<file path="src/common/srh_pkg.sv">
package srh_pkg;

  // ==========================================================
  // Bus geometry
  localparam int ADDR_W = 24;
  localparam int DATA_W = 16;

  // ==========================================================
  // Command cycle addresses and data
  localparam logic [23:0] UNLOCK1_ADDR = 24'h000555;
  localparam logic [23:0] UNLOCK2_ADDR = 24'h0002AA;
  localparam logic [15:0] UNLOCK1_DATA = 16'h00AA;
  localparam logic [15:0] UNLOCK2_DATA = 16'h0055;
  localparam logic [15:0] ENTRY_DATA   = 16'h0088;
  localparam logic [15:0] EXIT_DATA    = 16'h0090;
  localparam logic [15:0] EXIT_TAIL    = 16'h0000;
  localparam logic [15:0] PROG_DATA    = 16'h00A0;

  // ==========================================================
  // Secure region geometry
  localparam logic [23:0] REGION_WORDS = 24'h000080;
  localparam logic [23:0] SERIAL_LAST  = 24'h000007;
  localparam logic [23:0] SECTOR_MASK  = 24'hFF0000;

  // ==========================================================
  // Bus timing: write strobe low and high widths, read access time
  localparam int CLK_NS     = 8;
  localparam int WE_LOW_NS  = 40;
  localparam int WE_HIGH_NS = 24;
  localparam int RD_NS      = 112;
  localparam int WE_LOW_CYC  = (WE_LOW_NS + CLK_NS - 1) / CLK_NS;
  localparam int WE_HIGH_CYC = (WE_HIGH_NS + CLK_NS - 1) / CLK_NS;
  localparam int RD_CYC      = (RD_NS + CLK_NS - 1) / CLK_NS;

  // ==========================================================
  // Host operations
  typedef enum logic [1:0] {
    SRH_OP_ENTER = 2'h0,
    SRH_OP_EXIT  = 2'h1,
    SRH_OP_PROG  = 2'h2,
    SRH_OP_READ  = 2'h3
  } srh_op_t;

  // Request from user side
  typedef struct packed {
    srh_op_t            op;
    logic [ADDR_W-1:0]  addr;
    logic [DATA_W-1:0]  data;
  } srh_req_t;

  // Pins toward the flash
  typedef struct packed {
    logic [ADDR_W-1:0]  addr;
    logic [DATA_W-1:0]  dq_out;
    logic               dq_oe;
    logic               ce_n;
    logic               oe_n;
    logic               we_n;
  } srh_pins_t;

endpackage

</file>
<file path="src/design/srh_host.sv">
// How it works
// RL1 - Factory-locked part reports lock bit 1
// RL2 - Customer-lockable part ships unlocked, bit 0
// RL3 - Customer-locked part holds lock bit 0
// RL4 - Region programs once, reads unlimited
// RL5 - No unlock command once locked
// RL6 - Accelerate and bypass barred in mode
// RL7 - Host issues exit after lock and verify
// RL8 - Entry: AA@555, 55@2AA, 88@555
// RL9 - Exit: AA, 55, 90@555, then 00
// RL10 - Mode remaps first sector to region
// RL11 - Only exit or power loss ends mode; reset also clears it here
// RL12 - Program: AA, 55, A0@555, data@target
// RL13 - Serial number at region words 0-7
// RL14 - Mode reads both areas, programs customer
// RL15 - Reset returns device to normal array
// RL16 - Region is 128 words; beyond invalid
// RL17 - No region access during embedded ops
// RL18 - Outside first sector reads normal array
module srh_host (
  input  wire logic              sys_clk_i,
  input  wire logic              reset_i,
  input  wire srh_pkg::srh_req_t req_i,
  input  wire logic              req_valid_i,
  output logic                   req_ready_o,
  input  wire logic              flash_busy_i,
  input  wire logic [15:0]       dq_i,
  output srh_pkg::srh_pins_t     pins_o,
  output logic [15:0]            rd_data_o,
  output logic                   rd_valid_o,
  output logic                   rd_invalid_o,
  output logic                   req_err_o,
  output logic                   mode_o
);

  // ==========================================================
  // Sequencer states
  typedef enum logic [4:0] {
    S_IDLE  = 5'h01,
    S_WLOW  = 5'h02,
    S_WHIGH = 5'h04,
    S_READ  = 5'h08,
    S_DONE  = 5'h10
  } srh_state_t;

  srh_state_t          state_q, state_d;
  srh_pkg::srh_req_t   cur_q, cur_d;
  logic [2:0]          step_q, step_d;
  logic [4:0]          cnt_q, cnt_d;
  logic                mode_q, mode_d;
  srh_pkg::srh_pins_t  pins_q, pins_d;
  logic [15:0]         rdat_q, rdat_d;
  logic                rval_q, rval_d;
  logic                rinv_q, rinv_d;
  logic                err_q, err_d;
  logic [2:0]          nsteps;
  logic [23:0]         cyc_addr;
  logic [15:0]         cyc_data;
  logic                bad_req;

  // Number of write cycles for an operation
  function automatic logic [2:0] op_steps(input srh_pkg::srh_op_t op);
    unique case (op)
      srh_pkg::SRH_OP_ENTER: op_steps = 3'h3; // see RL8
      srh_pkg::SRH_OP_EXIT:  op_steps = 3'h4; // see RL9
      srh_pkg::SRH_OP_PROG:  op_steps = 3'h4; // see RL12
      srh_pkg::SRH_OP_READ:  op_steps = 3'h0; // see RL4 RL5 RL6
    endcase
  endfunction

  // Address and data for one write cycle
  always_comb begin
    cyc_addr = srh_pkg::UNLOCK1_ADDR;
    cyc_data = srh_pkg::UNLOCK1_DATA;
    unique case (step_q)
      3'h0: begin
        cyc_addr = srh_pkg::UNLOCK1_ADDR;
        cyc_data = srh_pkg::UNLOCK1_DATA;
      end
      3'h1: begin
        cyc_addr = srh_pkg::UNLOCK2_ADDR;
        cyc_data = srh_pkg::UNLOCK2_DATA;
      end
      3'h2: begin
        cyc_addr = srh_pkg::UNLOCK1_ADDR;
        unique case (cur_q.op)
          srh_pkg::SRH_OP_ENTER: cyc_data = srh_pkg::ENTRY_DATA; // see RL8
          srh_pkg::SRH_OP_EXIT:  cyc_data = srh_pkg::EXIT_DATA;  // see RL9
          default:               cyc_data = srh_pkg::PROG_DATA;  // see RL12
        endcase
      end
      default: begin
        cyc_addr = cur_q.addr;
        cyc_data = (cur_q.op == srh_pkg::SRH_OP_EXIT) ? srh_pkg::EXIT_TAIL : cur_q.data; // see RL9
      end
    endcase
  end

  // Refuse ops the mode forbids or a busy flash cannot serve
  always_comb begin
    bad_req = 1'b0;
    if (flash_busy_i) begin
      bad_req = 1'b1; // see RL17
    end else if (req_i.op == srh_pkg::SRH_OP_ENTER && mode_q) begin
      bad_req = 1'b1;
    end else if (req_i.op == srh_pkg::SRH_OP_EXIT && !mode_q) begin
      bad_req = 1'b1;
    end else if (req_i.op == srh_pkg::SRH_OP_PROG &&
                 (!mode_q || req_i.addr >= srh_pkg::REGION_WORDS ||
                  req_i.addr <= srh_pkg::SERIAL_LAST)) begin
      bad_req = 1'b1; // see RL13 RL14
    end
  end

  assign req_ready_o = (state_q == S_IDLE);
  assign nsteps      = op_steps(cur_q.op);

  // Sequencer next state
  always_comb begin
    state_d = state_q;
    cur_d   = cur_q;
    step_d  = step_q;
    cnt_d   = cnt_q;
    mode_d  = mode_q;
    pins_d  = pins_q;
    rdat_d  = rdat_q;
    rval_d  = 1'b0;
    rinv_d  = rinv_q;
    err_d   = 1'b0;
    unique case (state_q)
      S_IDLE: begin
        pins_d.ce_n  = 1'b1;
        pins_d.oe_n  = 1'b1;
        pins_d.we_n  = 1'b1;
        pins_d.dq_oe = 1'b0;
        if (req_valid_i) begin
          if (bad_req) begin
            err_d = 1'b1;
          end else begin
            cur_d  = req_i;
            step_d = 3'h0;
            cnt_d  = 5'h00;
            if (req_i.op == srh_pkg::SRH_OP_READ) begin
              pins_d.addr = req_i.addr; // see RL10 RL18
              pins_d.ce_n = 1'b0;
              pins_d.oe_n = 1'b0;
              state_d     = S_READ;
            end else begin
              state_d = S_WLOW;
            end
          end
        end
      end
      S_WLOW: begin
        pins_d.addr   = cyc_addr;
        pins_d.dq_out = cyc_data;
        pins_d.dq_oe  = 1'b1;
        pins_d.ce_n   = 1'b0;
        pins_d.we_n   = 1'b0;
        cnt_d         = cnt_q + 5'h01;
        if (cnt_q == 5'(srh_pkg::WE_LOW_CYC - 1)) begin
          cnt_d   = 5'h00;
          state_d = S_WHIGH;
        end
      end
      S_WHIGH: begin
        pins_d.we_n = 1'b1;
        cnt_d       = cnt_q + 5'h01;
        if (cnt_q == 5'(srh_pkg::WE_HIGH_CYC - 1)) begin
          cnt_d  = 5'h00;
          step_d = step_q + 3'h1;
          if (step_q + 3'h1 == nsteps) begin
            state_d = S_DONE;
            if (cur_q.op == srh_pkg::SRH_OP_ENTER) mode_d = 1'b1; // see RL8
            if (cur_q.op == srh_pkg::SRH_OP_EXIT)  mode_d = 1'b0; // see RL7 RL11
          end else begin
            state_d = S_WLOW;
          end
        end
      end
      S_READ: begin
        cnt_d = cnt_q + 5'h01;
        if (cnt_q == 5'(srh_pkg::RD_CYC - 1)) begin
          rdat_d = dq_i; // see RL1 RL2 RL3
          rval_d = 1'b1;
          // Remapped sector beyond region is invalid
          rinv_d = mode_q && ((cur_q.addr & srh_pkg::SECTOR_MASK) == 24'h000000)
                   && (cur_q.addr >= srh_pkg::REGION_WORDS); // see RL16
          state_d = S_DONE;
        end
      end
      S_DONE: begin
        pins_d.ce_n  = 1'b1;
        pins_d.oe_n  = 1'b1;
        pins_d.dq_oe = 1'b0;
        state_d      = S_IDLE;
      end
      default: state_d = S_IDLE;
    endcase
  end

  // Sequencer registers; reset clears mode as device does
  always_ff @(posedge sys_clk_i or posedge reset_i) begin
    if (reset_i) begin
      state_q <= S_IDLE;
      cur_q   <= '0;
      step_q  <= 3'h0;
      cnt_q   <= 5'h00;
      mode_q  <= 1'b0; // see RL15
      pins_q  <= '{addr: 24'h000000, dq_out: 16'h0000, dq_oe: 1'b0,
                   ce_n: 1'b1, oe_n: 1'b1, we_n: 1'b1};
      rdat_q  <= 16'h0000;
      rval_q  <= 1'b0;
      rinv_q  <= 1'b0;
      err_q   <= 1'b0;
    end else begin
      state_q <= state_d;
      cur_q   <= cur_d;
      step_q  <= step_d;
      cnt_q   <= cnt_d;
      mode_q  <= mode_d;
      pins_q  <= pins_d;
      rdat_q  <= rdat_d;
      rval_q  <= rval_d;
      rinv_q  <= rinv_d;
      err_q   <= err_d;
    end
  end

  assign pins_o       = pins_q;
  assign rd_data_o    = rdat_q;
  assign rd_valid_o   = rval_q;
  assign rd_invalid_o = rinv_q;
  assign req_err_o    = err_q;
  assign mode_o       = mode_q;

  // ==========================================================
  // Checks
  property p_we_width;
    @(posedge sys_clk_i) disable iff (reset_i)
    $fell(pins_q.we_n) |-> !pins_q.we_n [*5];
  endproperty
  a_we_width: assert property (p_we_width) else $error("write strobe too short"); // see RL8

  property p_enter_mode;
    @(posedge sys_clk_i) disable iff (reset_i)
    $rose(mode_q) |-> $past(cur_q.op) == srh_pkg::SRH_OP_ENTER && $past(step_q) == 3'h2;
  endproperty
  a_enter_mode: assert property (p_enter_mode) else $error("mode set without entry"); // see RL8

  property p_exit_mode;
    @(posedge sys_clk_i) disable iff (reset_i)
    $fell(mode_q) |-> $past(cur_q.op) == srh_pkg::SRH_OP_EXIT && $past(step_q) == 3'h3;
  endproperty
  a_exit_mode: assert property (p_exit_mode) else $error("mode cleared without exit"); // see RL9

  property p_exit_tail;
    @(posedge sys_clk_i) disable iff (reset_i)
    $fell(pins_q.we_n) && cur_q.op == srh_pkg::SRH_OP_EXIT && step_q == 3'h3
      |-> pins_q.dq_out == srh_pkg::EXIT_TAIL;
  endproperty
  a_exit_tail: assert property (p_exit_tail) else $error("exit tail not zero"); // see RL9

  property p_prog_cmd;
    @(posedge sys_clk_i) disable iff (reset_i)
    $fell(pins_q.we_n) && cur_q.op == srh_pkg::SRH_OP_PROG && step_q == 3'h2
      |-> pins_q.dq_out == srh_pkg::PROG_DATA && pins_q.addr == srh_pkg::UNLOCK1_ADDR;
  endproperty
  a_prog_cmd: assert property (p_prog_cmd) else $error("program setup wrong"); // see RL12

  property p_prog_customer;
    @(posedge sys_clk_i) disable iff (reset_i)
    state_q == S_WLOW && cur_q.op == srh_pkg::SRH_OP_PROG |-> mode_q && cur_q.addr > srh_pkg::SERIAL_LAST;
  endproperty
  a_prog_customer: assert property (p_prog_customer) else $error("program outside customer area"); // see RL14

  property p_busy_refused;
    @(posedge sys_clk_i) disable iff (reset_i)
    state_q == S_IDLE && req_valid_i && flash_busy_i |=> err_q && state_q == S_IDLE;
  endproperty
  a_busy_refused: assert property (p_busy_refused) else $error("request taken while busy"); // see RL17

  property p_read_time;
    @(posedge sys_clk_i) disable iff (reset_i)
    $rose(state_q == S_READ) |-> ##14 rval_q;
  endproperty
  a_read_time: assert property (p_read_time) else $error("read answer late"); // see RL10

endmodule

</file>
<file path="config.mk">
export PLATFORM = sky130hd
export DESIGN_NAME = srh_host
export DESIGN_NICKNAME = d
export VERILOG_FILES = /design/src/common/srh_pkg.sv /design/src/design/srh_host.sv
export SDC_FILE = /design/constraint.sdc
export NUM_CORES = 1
export LEC_CHECK = 0
export BUFFER_PORTS_ARGS = -buffer_cell sky130_fd_sc_hd__clkbuf_2
export CORE_ASPECT_RATIO = 0.9
export CORE_UTILIZATION = 45
export CTS_CLUSTER_SIZE = 16
export DETAILED_ROUTE_END_ITERATION = 12
export PLACE_DENSITY = 0.68
export SLEW_MARGIN = 20
export SYNTH_ARGS = -nofsm -noshare
export SYNTH_HDL_FRONTEND = slang
export SYNTH_SLANG_ARGS = --single-unit
</file>
<file path="constraint.sdc">
create_clock -name sys_clk_i -period 9.17 [get_ports sys_clk_i]
set_input_delay 2.2925 -clock sys_clk_i [delete_from_list [all_inputs] [get_ports sys_clk_i]]
set_output_delay 2.2925 -clock sys_clk_i [all_outputs]
set_load 0.03 [all_outputs]
</file>
==> results of run 1 <==
through the flow:
stage / power (mW) / worst slack [ps]
global route: 2.45 / 4830
detailed placement: 1.61 / 4610
finish: 2.32 / 4920
CTS: 2.34 / 4980
floorplan: 1.40 / 3730
global placement: 1.58 / 4660
registers in the layout (all words and copies together), names as in the netlist:
signal and count:
state_q 5, cur_q 42, step_q 3, rd_invalid_o 1, rd_data_o 16, mode_o 1
cnt_q 5, pins_o 44, rd_valid_o 1, req_err_o 1
final timing paths:
check                                               from                       end  slack, ps  cells after the start
worst max-delay path                           req_i[40]     cur_q[28]$_DFFE_PP0P_       4920                      7
worst min-delay path            rd_data_o[5]$_DFFE_PP0P_  rd_data_o[5]$_DFFE_PP0P_        470                      2
worst max register to register    state_q[0]$_DFFE_PP1P_  rd_data_o[3]$_DFFE_PP0P_       6440                      6
worst min register to register  rd_data_o[5]$_DFFE_PP0P_  rd_data_o[5]$_DFFE_PP0P_        470                      2
max in group asynchronous                        reset_i    pins_o[23]$_DFFE_PP0P_       5900                      3
min in group asynchronous                        reset_i      rd_valid_o$_DFF_PP0_       1960                      2
metal layers:
layer,GRT usage,vias to the layer above
li1,-,2071
met2,0.348,153
met5,0,-
met1,0.308,2190
met4,0.0886,0
met3,0.0461,23
final cells by class:
type                            instances  share of cell area
Inverter                               16             0.00904
Timing Repair Buffer                  131              0.0965
Multi-Input combinational cell        359               0.341
Clock buffer                           19              0.0654
Clock inverter                         13              0.0280
Sequential cell                       119               0.431
Tap cell                              160              0.0289
layout by cell type, fill, tap and decap left out, types with 4 or more instances in the layout:
master                       count
sky130_fd_sc_hd__clkbuf_2      126
sky130_fd_sc_hd__dfrtp_1       115
sky130_fd_sc_hd__nand2_1       108
sky130_fd_sc_hd__mux2_4         36
sky130_fd_sc_hd__a21oi_1        30
sky130_fd_sc_hd__nor2_1         29
sky130_fd_sc_hd__o21ai_0        28
sky130_fd_sc_hd__clkbuf_16      17
sky130_fd_sc_hd__inv_1          14
sky130_fd_sc_hd__a211oi_1       12
sky130_fd_sc_hd__a31oi_1        12
sky130_fd_sc_hd__a22o_1         11
sky130_fd_sc_hd__ha_1           11
sky130_fd_sc_hd__nand3_1        10
sky130_fd_sc_hd__nor3_1          8
sky130_fd_sc_hd__nor4_1          6
sky130_fd_sc_hd__nor2b_1         5
sky130_fd_sc_hd__mux2_2          5
sky130_fd_sc_hd__buf_4           5
sky130_fd_sc_hd__and3_1          4
sky130_fd_sc_hd__a221o_1         4
sky130_fd_sc_hd__clkinvlp_4      4
sky130_fd_sc_hd__bufinv_16       4
sky130_fd_sc_hd__dfstp_2         4
critical path, stage by stage:
cell and delay [ps]:
sky130_fd_sc_hd__clkbuf_2 150, sky130_fd_sc_hd__nor4_1 360, sky130_fd_sc_hd__nand4_1 240, sky130_fd_sc_hd__o21ai_2 240, sky130_fd_sc_hd__and3_2 200, sky130_fd_sc_hd__buf_4 620, sky130_fd_sc_hd__mux2_2 420
power breakdown:
group / internal [mW] / switching (mW)
clock network: 0.472 / 0.246
logic: 0.310 / 0.449
registers: 0.714 / 0.134
kinds of logic after synthesis:
| logic type | synth area share |
|---|---|
| and+or+nand+nor | 0.151 |
| DFF | 0.537 |
| AOI/OAI and AO/OA | 0.132 |
| buffers and inverters | 0.0405 |
| muxes | 0.107 |
| adders and majority gates | 0.0248 |
| xor gates and xnor gates | 0.00788 |
==> results.txt, run 1 <==
----------------------------------------------------
[Run]
  Max-cap check violation count ... 0

[Place]
  Placer congestion estimate ... 0.871
  HPWL after DPL ... 9280 um
  Post-placement cell area ... between 6000 and 7000 um2
  Buffers on Ports ... 126
  Post-Place Cells ... 785

[Cells and area]
  Area occupied by multi-input gates ... 2360 um2
  Synthesis-to-finish area growth ... 24.5%
  Share of layout cells above drive strength 1 ... 0.333
  Filler Cell Count ... 1012
  Sequential cell area in the final layout ... slightly below 3000 um2
  Final Core Density ... 0.575
  Fin nets ... around 700
  Final standard cell count with taps included and fillers excluded ... 817
  Final instance area ... 6920 um2
  Number of antenna diodes ... 0

[Clock tree]
  H-tree depth ... 4
  Clock tree from TritonCTS ... built
  Insertion delay to the later sink of the worst-skew pair ... 410 ps
  Register clock-pin slew on the reported worst setup and hold paths ... 60 ps
  Number of CTS-inserted buffers ... 17
  Number of setup buffers added after CTS ... 0
  Clock sinks ... 119
  Total of cells resized after clock tree synthesis ... 0
  Hold_buf cts ... 0
  Clock tree buffer depth ... 2
  Master cell of the clock root buffer ... sky130_fd_sc_hd__clkbuf_16

[Routing]
  Iteration-0 DRC Markers ... 373
  Post-DRT Antenna Nets ... 0
  Mean number of vias per cell ... between 5 and 6
  Highest Signal Layer ... met4
  Avg WL per Cell ... around 16 um
  Routed wl met2 ... around 6300 um
  Wl on met1 ... 6190 um
  Drt drc ... 0
  Via Count ... 4437
  First-pass iteration count of the detailed router ... 5
  Detailed-route wire length ... 13500 um
  Detailed route wirelength on metal3 ... 737 um

[Yosys]
  Net count after synthesis ... approximately 600
  Number of instances in the synthesized netlist ... 519
  Post-synthesis instance area ... 5560 um2
  Count of flip-flops with a built-in enable after synthesis ... 0
  Cells taking the most area after synthesis ... sky130_fd_sc_hd__dfrtp_1 (52%), sky130_fd_sc_hd__mux2_4 (9.7%), sky130_fd_sc_hd__nand2_1 (7.4%)
  Cell taking the most area after synthesis ... sky130_fd_sc_hd__dfrtp_1
  Post-synth ARST share ... 1.00
  Most frequent cells after synthesis ... sky130_fd_sc_hd__dfrtp_1 (115), sky130_fd_sc_hd__nand2_1 (109), sky130_fd_sc_hd__mux2_4 (36)
  Post-synth top flop ... sky130_fd_sc_hd__dfrtp_1
  FF+latch count, synth ... 119
  Number of warning messages in the yosys log ... 0
  Synth cell types ... 50
  Share of the yosys chip area belonging to registers ... 0.537
  Leading cell type by number of instances after synthesis ... sky130_fd_sc_hd__dfrtp_1
  Post-synthesis area per instance ... 10.7 um2
  Top cell type's share of synthesized area ... 0.518

[STA]
  Crit path time final ... between 4000 and 5000 ps
  Final hold slack ... 474 ps
  Slew at the pin closest to its max-slew limit ... 932 ps
  Setup violation total in the final timing report ... 0
  Max-slew headroom at the worst pin ... 0.377
  Worst clock skew ... between 6 and 7 ps
  Max-slew violation total from the final report ... 0
  Maximum clock frequency ... 0.235 GHz
  Final hold violation count ... 0
  Setup_tns ... 0 ps
  Setup repair after global routing missed its margin ... false
  Period Utilization, post-route ... 0.463

[Global routing]
  Total Routing Usage GR ... 0.224
  Antenna violations before repair ... 0
  Via count of the first global-routing pass ... 4343
  Wire length of the first global-routing pass ... 22200 um
  Sum of overflow across all layers after global routing ... 0
  Maximum number of pins on one net before global-route repair ... 70

[Critical path]
  Capturing element type of the critical path ... flip-flop
  Highest net fanout along the worst path ... between 40 and 50
  Data arrival time of the critical path ... 4540 ps
  Type of element launching the critical path ... input pin
  Category of the critical setup timing path ... in2reg
  Worst path required time ... 9460 ps

[Power]
  Power per cell area ... 336 nW/um2
  Worst IR drop on VDD ... 158 uV
  Leak Pwr ... 3.30 nW

[Floorplan]
  Effective utilization at floorplan ... 0.462
  FP Rows ... 38
  Height of the die ... between 100 and 150 um
  Die footprint ... 12800 um2
  # IOs ... 127
  Die boundary width ... approximately 120 um
  Core Box Area ... 12000 um2

[Min path]
  Worst min-delay path class ... reg2reg

[Outcome]
  Run status ... completed

----------------------------------------------------
(Power assumes the default switching activity.)
==> inputs of run 2 (changes only) <==
==> constraint.sdc (replaced) <==
create_clock -name sys_clk_i -period 4.35 [get_ports sys_clk_i]
set_input_delay 1.0875 -clock sys_clk_i [delete_from_list [all_inputs] [get_ports sys_clk_i]]
set_output_delay 1.0875 -clock sys_clk_i [all_outputs]
set_load 0.03 [all_outputs]
==> run 2 against run 1 <==
Effect of this change: hold slack about the same; clock skew rose by 2.5 ps; first-iteration DRC count shrank 24%; largest power group unchanged; highest routed layer unchanged; core utilization shrank 0.10 points; combinational power rose by 110%; global-route usage is 0.12 points higher; final area is 0.18% lower; clock power up 98%; sequential cell count stayed put.
==> results.txt, run 2 (same netlist as run 1, synthesis figures left out) <==
----------------------------------------------------
[Routing]
  Drt drc ... 0 (unchanged)
  Mean number of vias per cell ... 5.36 (-1.3%)
  Avg WL per Cell ... 16.3 um (-0.93%)
  Iteration-0 DRC Markers ... 283 (-24%)
  Post-DRT Antenna Nets ... 0 (unchanged)
  Detailed-route wire length ... 13400 um (-0.81%)
  First-pass iteration count of the detailed router ... 4 (-1)
  Via Count ... 4384 (-1.2%)

[Floorplan]
  Effective utilization at floorplan ... 0.462 (unchanged)
  Die boundary width ... 119 um (unchanged)
  Height of the die ... 107 um (unchanged)
  Die footprint ... 12800 um2 (unchanged)
  # IOs ... 127 (unchanged)
  FP Rows ... 38 (unchanged)
  Core Box Area ... 12000 um2 (unchanged)

[Global routing]
  Total Routing Usage GR ... 0.225 (+0.00125)
  Via count of the first global-routing pass ... 4292 (-1.2%)
  Sum of overflow across all layers after global routing ... 0 (unchanged)
  Wire length of the first global-routing pass ... 22000 um (-0.90%)
  Antenna violations before repair ... 0 (unchanged)
  Maximum number of pins on one net before global-route repair ... 72 (+2.9%)

[Min path]
  Worst min-delay path class ... reg2reg
  Hold path cells ... 2 (unchanged)

[Clock tree]
  Clock tree buffer depth ... 2 (unchanged)
  Master cell of the clock root buffer ... sky130_fd_sc_hd__clkbuf_16
  Number of CTS-inserted buffers ... 17 (unchanged)
  H-tree depth ... 4 (unchanged)
  Number of setup buffers added after CTS ... 0 (unchanged)
  Clock sinks ... 119 (unchanged)
  Insertion delay to the later sink of the worst-skew pair ... 410 ps (about the same)
  Hold_buf cts ... 0 (unchanged)
  Clock tree from TritonCTS ... built
  Register clock-pin slew on the reported worst setup and hold paths ... 50 ps (about the same)
  Total of cells resized after clock tree synthesis ... 0 (unchanged)

[Cells and area]
  Share of layout cells above drive strength 1 ... 0.333 (-0.000507)
  Max reg flops ... 44 (unchanged)
  Final standard cell count with taps included and fillers excluded ... 818 (+0.12%)
  Most frequent cells in the layout ... sky130_fd_sc_hd__clkbuf_2 (126), sky130_fd_sc_hd__dfrtp_1 (115), sky130_fd_sc_hd__nand2_1 (108), sky130_fd_sc_hd__mux2_4 (36), sky130_fd_sc_hd__a21oi_1 (30)
  Number of antenna diodes ... 0 (unchanged)
  Fin nets ... 718 (+0.14%)
  Synthesis-to-finish area growth ... 24.3%
  Leading cell type in the layout, fill and taps excluded ... sky130_fd_sc_hd__clkbuf_2

[Power]
  Cell Int Power ... 3.11 mW (+110%)
  Power per cell area ... 695 nW/um2 (+110%)
  Reported net switching power ... 1.70 mW (+100%)
  Worst IR drop on VDD ... 360 uV (+130%)
  Power share of the clock group ... 0.295 (-0.014)
  Leak Pwr ... 3.31 nW (+0.43%)
  Proportion of power drawn by combinational gates ... 0.334 (+0.007)
  Proportion of total power due to net switching ... 0.353 (-0.00334)
  Power after layout ... 4.80 mW (+110%)
  Portion of total power attributed to sequential cells ... 0.371 (+0.006)

[Critical path]
  Highest net fanout along the worst path ... 27 (-39%)
  CP peak stage delay ... 790 ps (+170 ps)
  Cell count along the critical path ... 7 (unchanged)
  Data arrival time of the critical path ... 3380 ps (-1160 ps)
  Depth of the worst register-to-register path ... 5 (-1)
  Cell-by-cell trace of the critical path ... clkbuf_2 -> nor4_1 -> nand4_1 -> o21ai_2 -> and3_2 -> buf_12 -> mux2_4
  Crit-path leading delay family ... simple AND/OR/NAND/NOR gates
  Buffers plus inverters on the worst setup path ... 2 (unchanged)
  CP max-delay cell ... sky130_fd_sc_hd__and3_2
  Category of the critical setup timing path ... in2reg
  Type of element launching the critical path ... input pin
  Worst path required time ... 4640 ps (-4820 ps)
  Capturing element type of the critical path ... flip-flop
  Register-to-register path setup slack ... 1600 ps (-4840 ps)

[STA]
  Period Utilization, post-route ... 0.711
  Crit path time final ... between 3000 and 4000 ps
  Max-slew headroom at the worst pin ... 0.357 (-0.0202)
  Final hold violation count ... 0 (unchanged)
  Setup repair after global routing missed its margin ... false
  Maximum clock frequency ... 0.323 GHz
  Slew at the pin closest to its max-slew limit ... 961 ps (+28.6 ps)
  Max-slew violation total from the final report ... 0 (unchanged)
  Worst clock skew ... 9.20 ps (+2.49 ps)
  Setup_tns ... 0 ps (unchanged)
  Setup violation total in the final timing report ... 0 (unchanged)

[Outcome]
  Run status ... completed

[Place]
  Post-Place Cells ... 786 (+0.13%)
  Placer congestion estimate ... 0.882 (+1.3%)
  HPWL after DPL ... 9310 um (+0.29%)
  Buffers on Ports ... 126 (unchanged)

[Run]
  Max-cap check violation count ... 0 (unchanged)

----------------------------------------------------
## run 2: cell count changes in the layout (fill, tap and decap cells not counted), sizes merged
cell and change:
clkbuf +6, inv -2, clkinv +2, clkinvlp -4
buf +1, bufinv -2
## run 2: per-layer routing
| layer | vias to the layer above | GRT usage | share of wire |
|---|---|---|---|
| li1 | 2079 | - | - |
| met1 | 2174 | 0.301 | 0.47 |
| met2 | 124 | 0.353 | 0.47 |
| met3 | 7 | 0.0583 | 0.056 |
| met4 | 0 | 0.0859 | 0.0055 |
| met5 | - | 0 | 0 |
## run 2: layout make-up
type | instances | area [um2]
fill | 1028 | 5120
clock buffer | 25 | 526
sequential | 119 | 2980
inverter | 16 | 62.6
multi-input combinational | 359 | 2360
clock inverter | 7 | 88.8
timing repair buffer | 132 | 688
tap | 160 | 200
## run 2: worst paths after layout
path,start,to
worst max-delay path,req_i[40],cur_q[8]$_DFFE_PP0P_
worst max register to register,state_q[3]$_DFFE_PP0P_,pins_o[32]$_DFFE_PP0P_
max in group asynchronous,reset_i,pins_o[1]$_DFFE_PP1P_
worst min register to register,rd_data_o[11]$_DFFE_PP0P_,rd_data_o[11]$_DFFE_PP0P_
worst min-delay path,rd_data_o[11]$_DFFE_PP0P_,rd_data_o[11]$_DFFE_PP0P_
min in group asynchronous,reset_i,rd_data_o[7]$_DFFE_PP0P_
## run 2: stage by stage
step                      worst slack [ps]  hold slack, ps  area [um2]   util
after floorplan                        112             466        5560      -
after global placement                 890             457        6290  0.523
after detailed placement               866             467        6290  0.523
after CTS                             1290             480        6910  0.574
after global routing                  1150             499        6910  0.574
final                                 1260             474        6910  0.574
## run 2: power by group through the flow
stage / logic (mW) / clock network (mW) / registers, mW
after floorplan: 0.919 / 0 / 2.03
after global placement: 1.58 / 0 / 1.78
after detailed placement: 1.60 / 0 / 1.79
after CTS: 1.62 / 1.44 / 1.78
after global routing: 1.74 / 1.50 / 1.83
final: 1.60 / 1.42 / 1.78
## run 2: worst min-delay path: stages, from the launching register on
cell,delay [ps]
sky130_fd_sc_hd__dfrtp_1,340
sky130_fd_sc_hd__nand2_1,50
sky130_fd_sc_hd__nand2_1,50
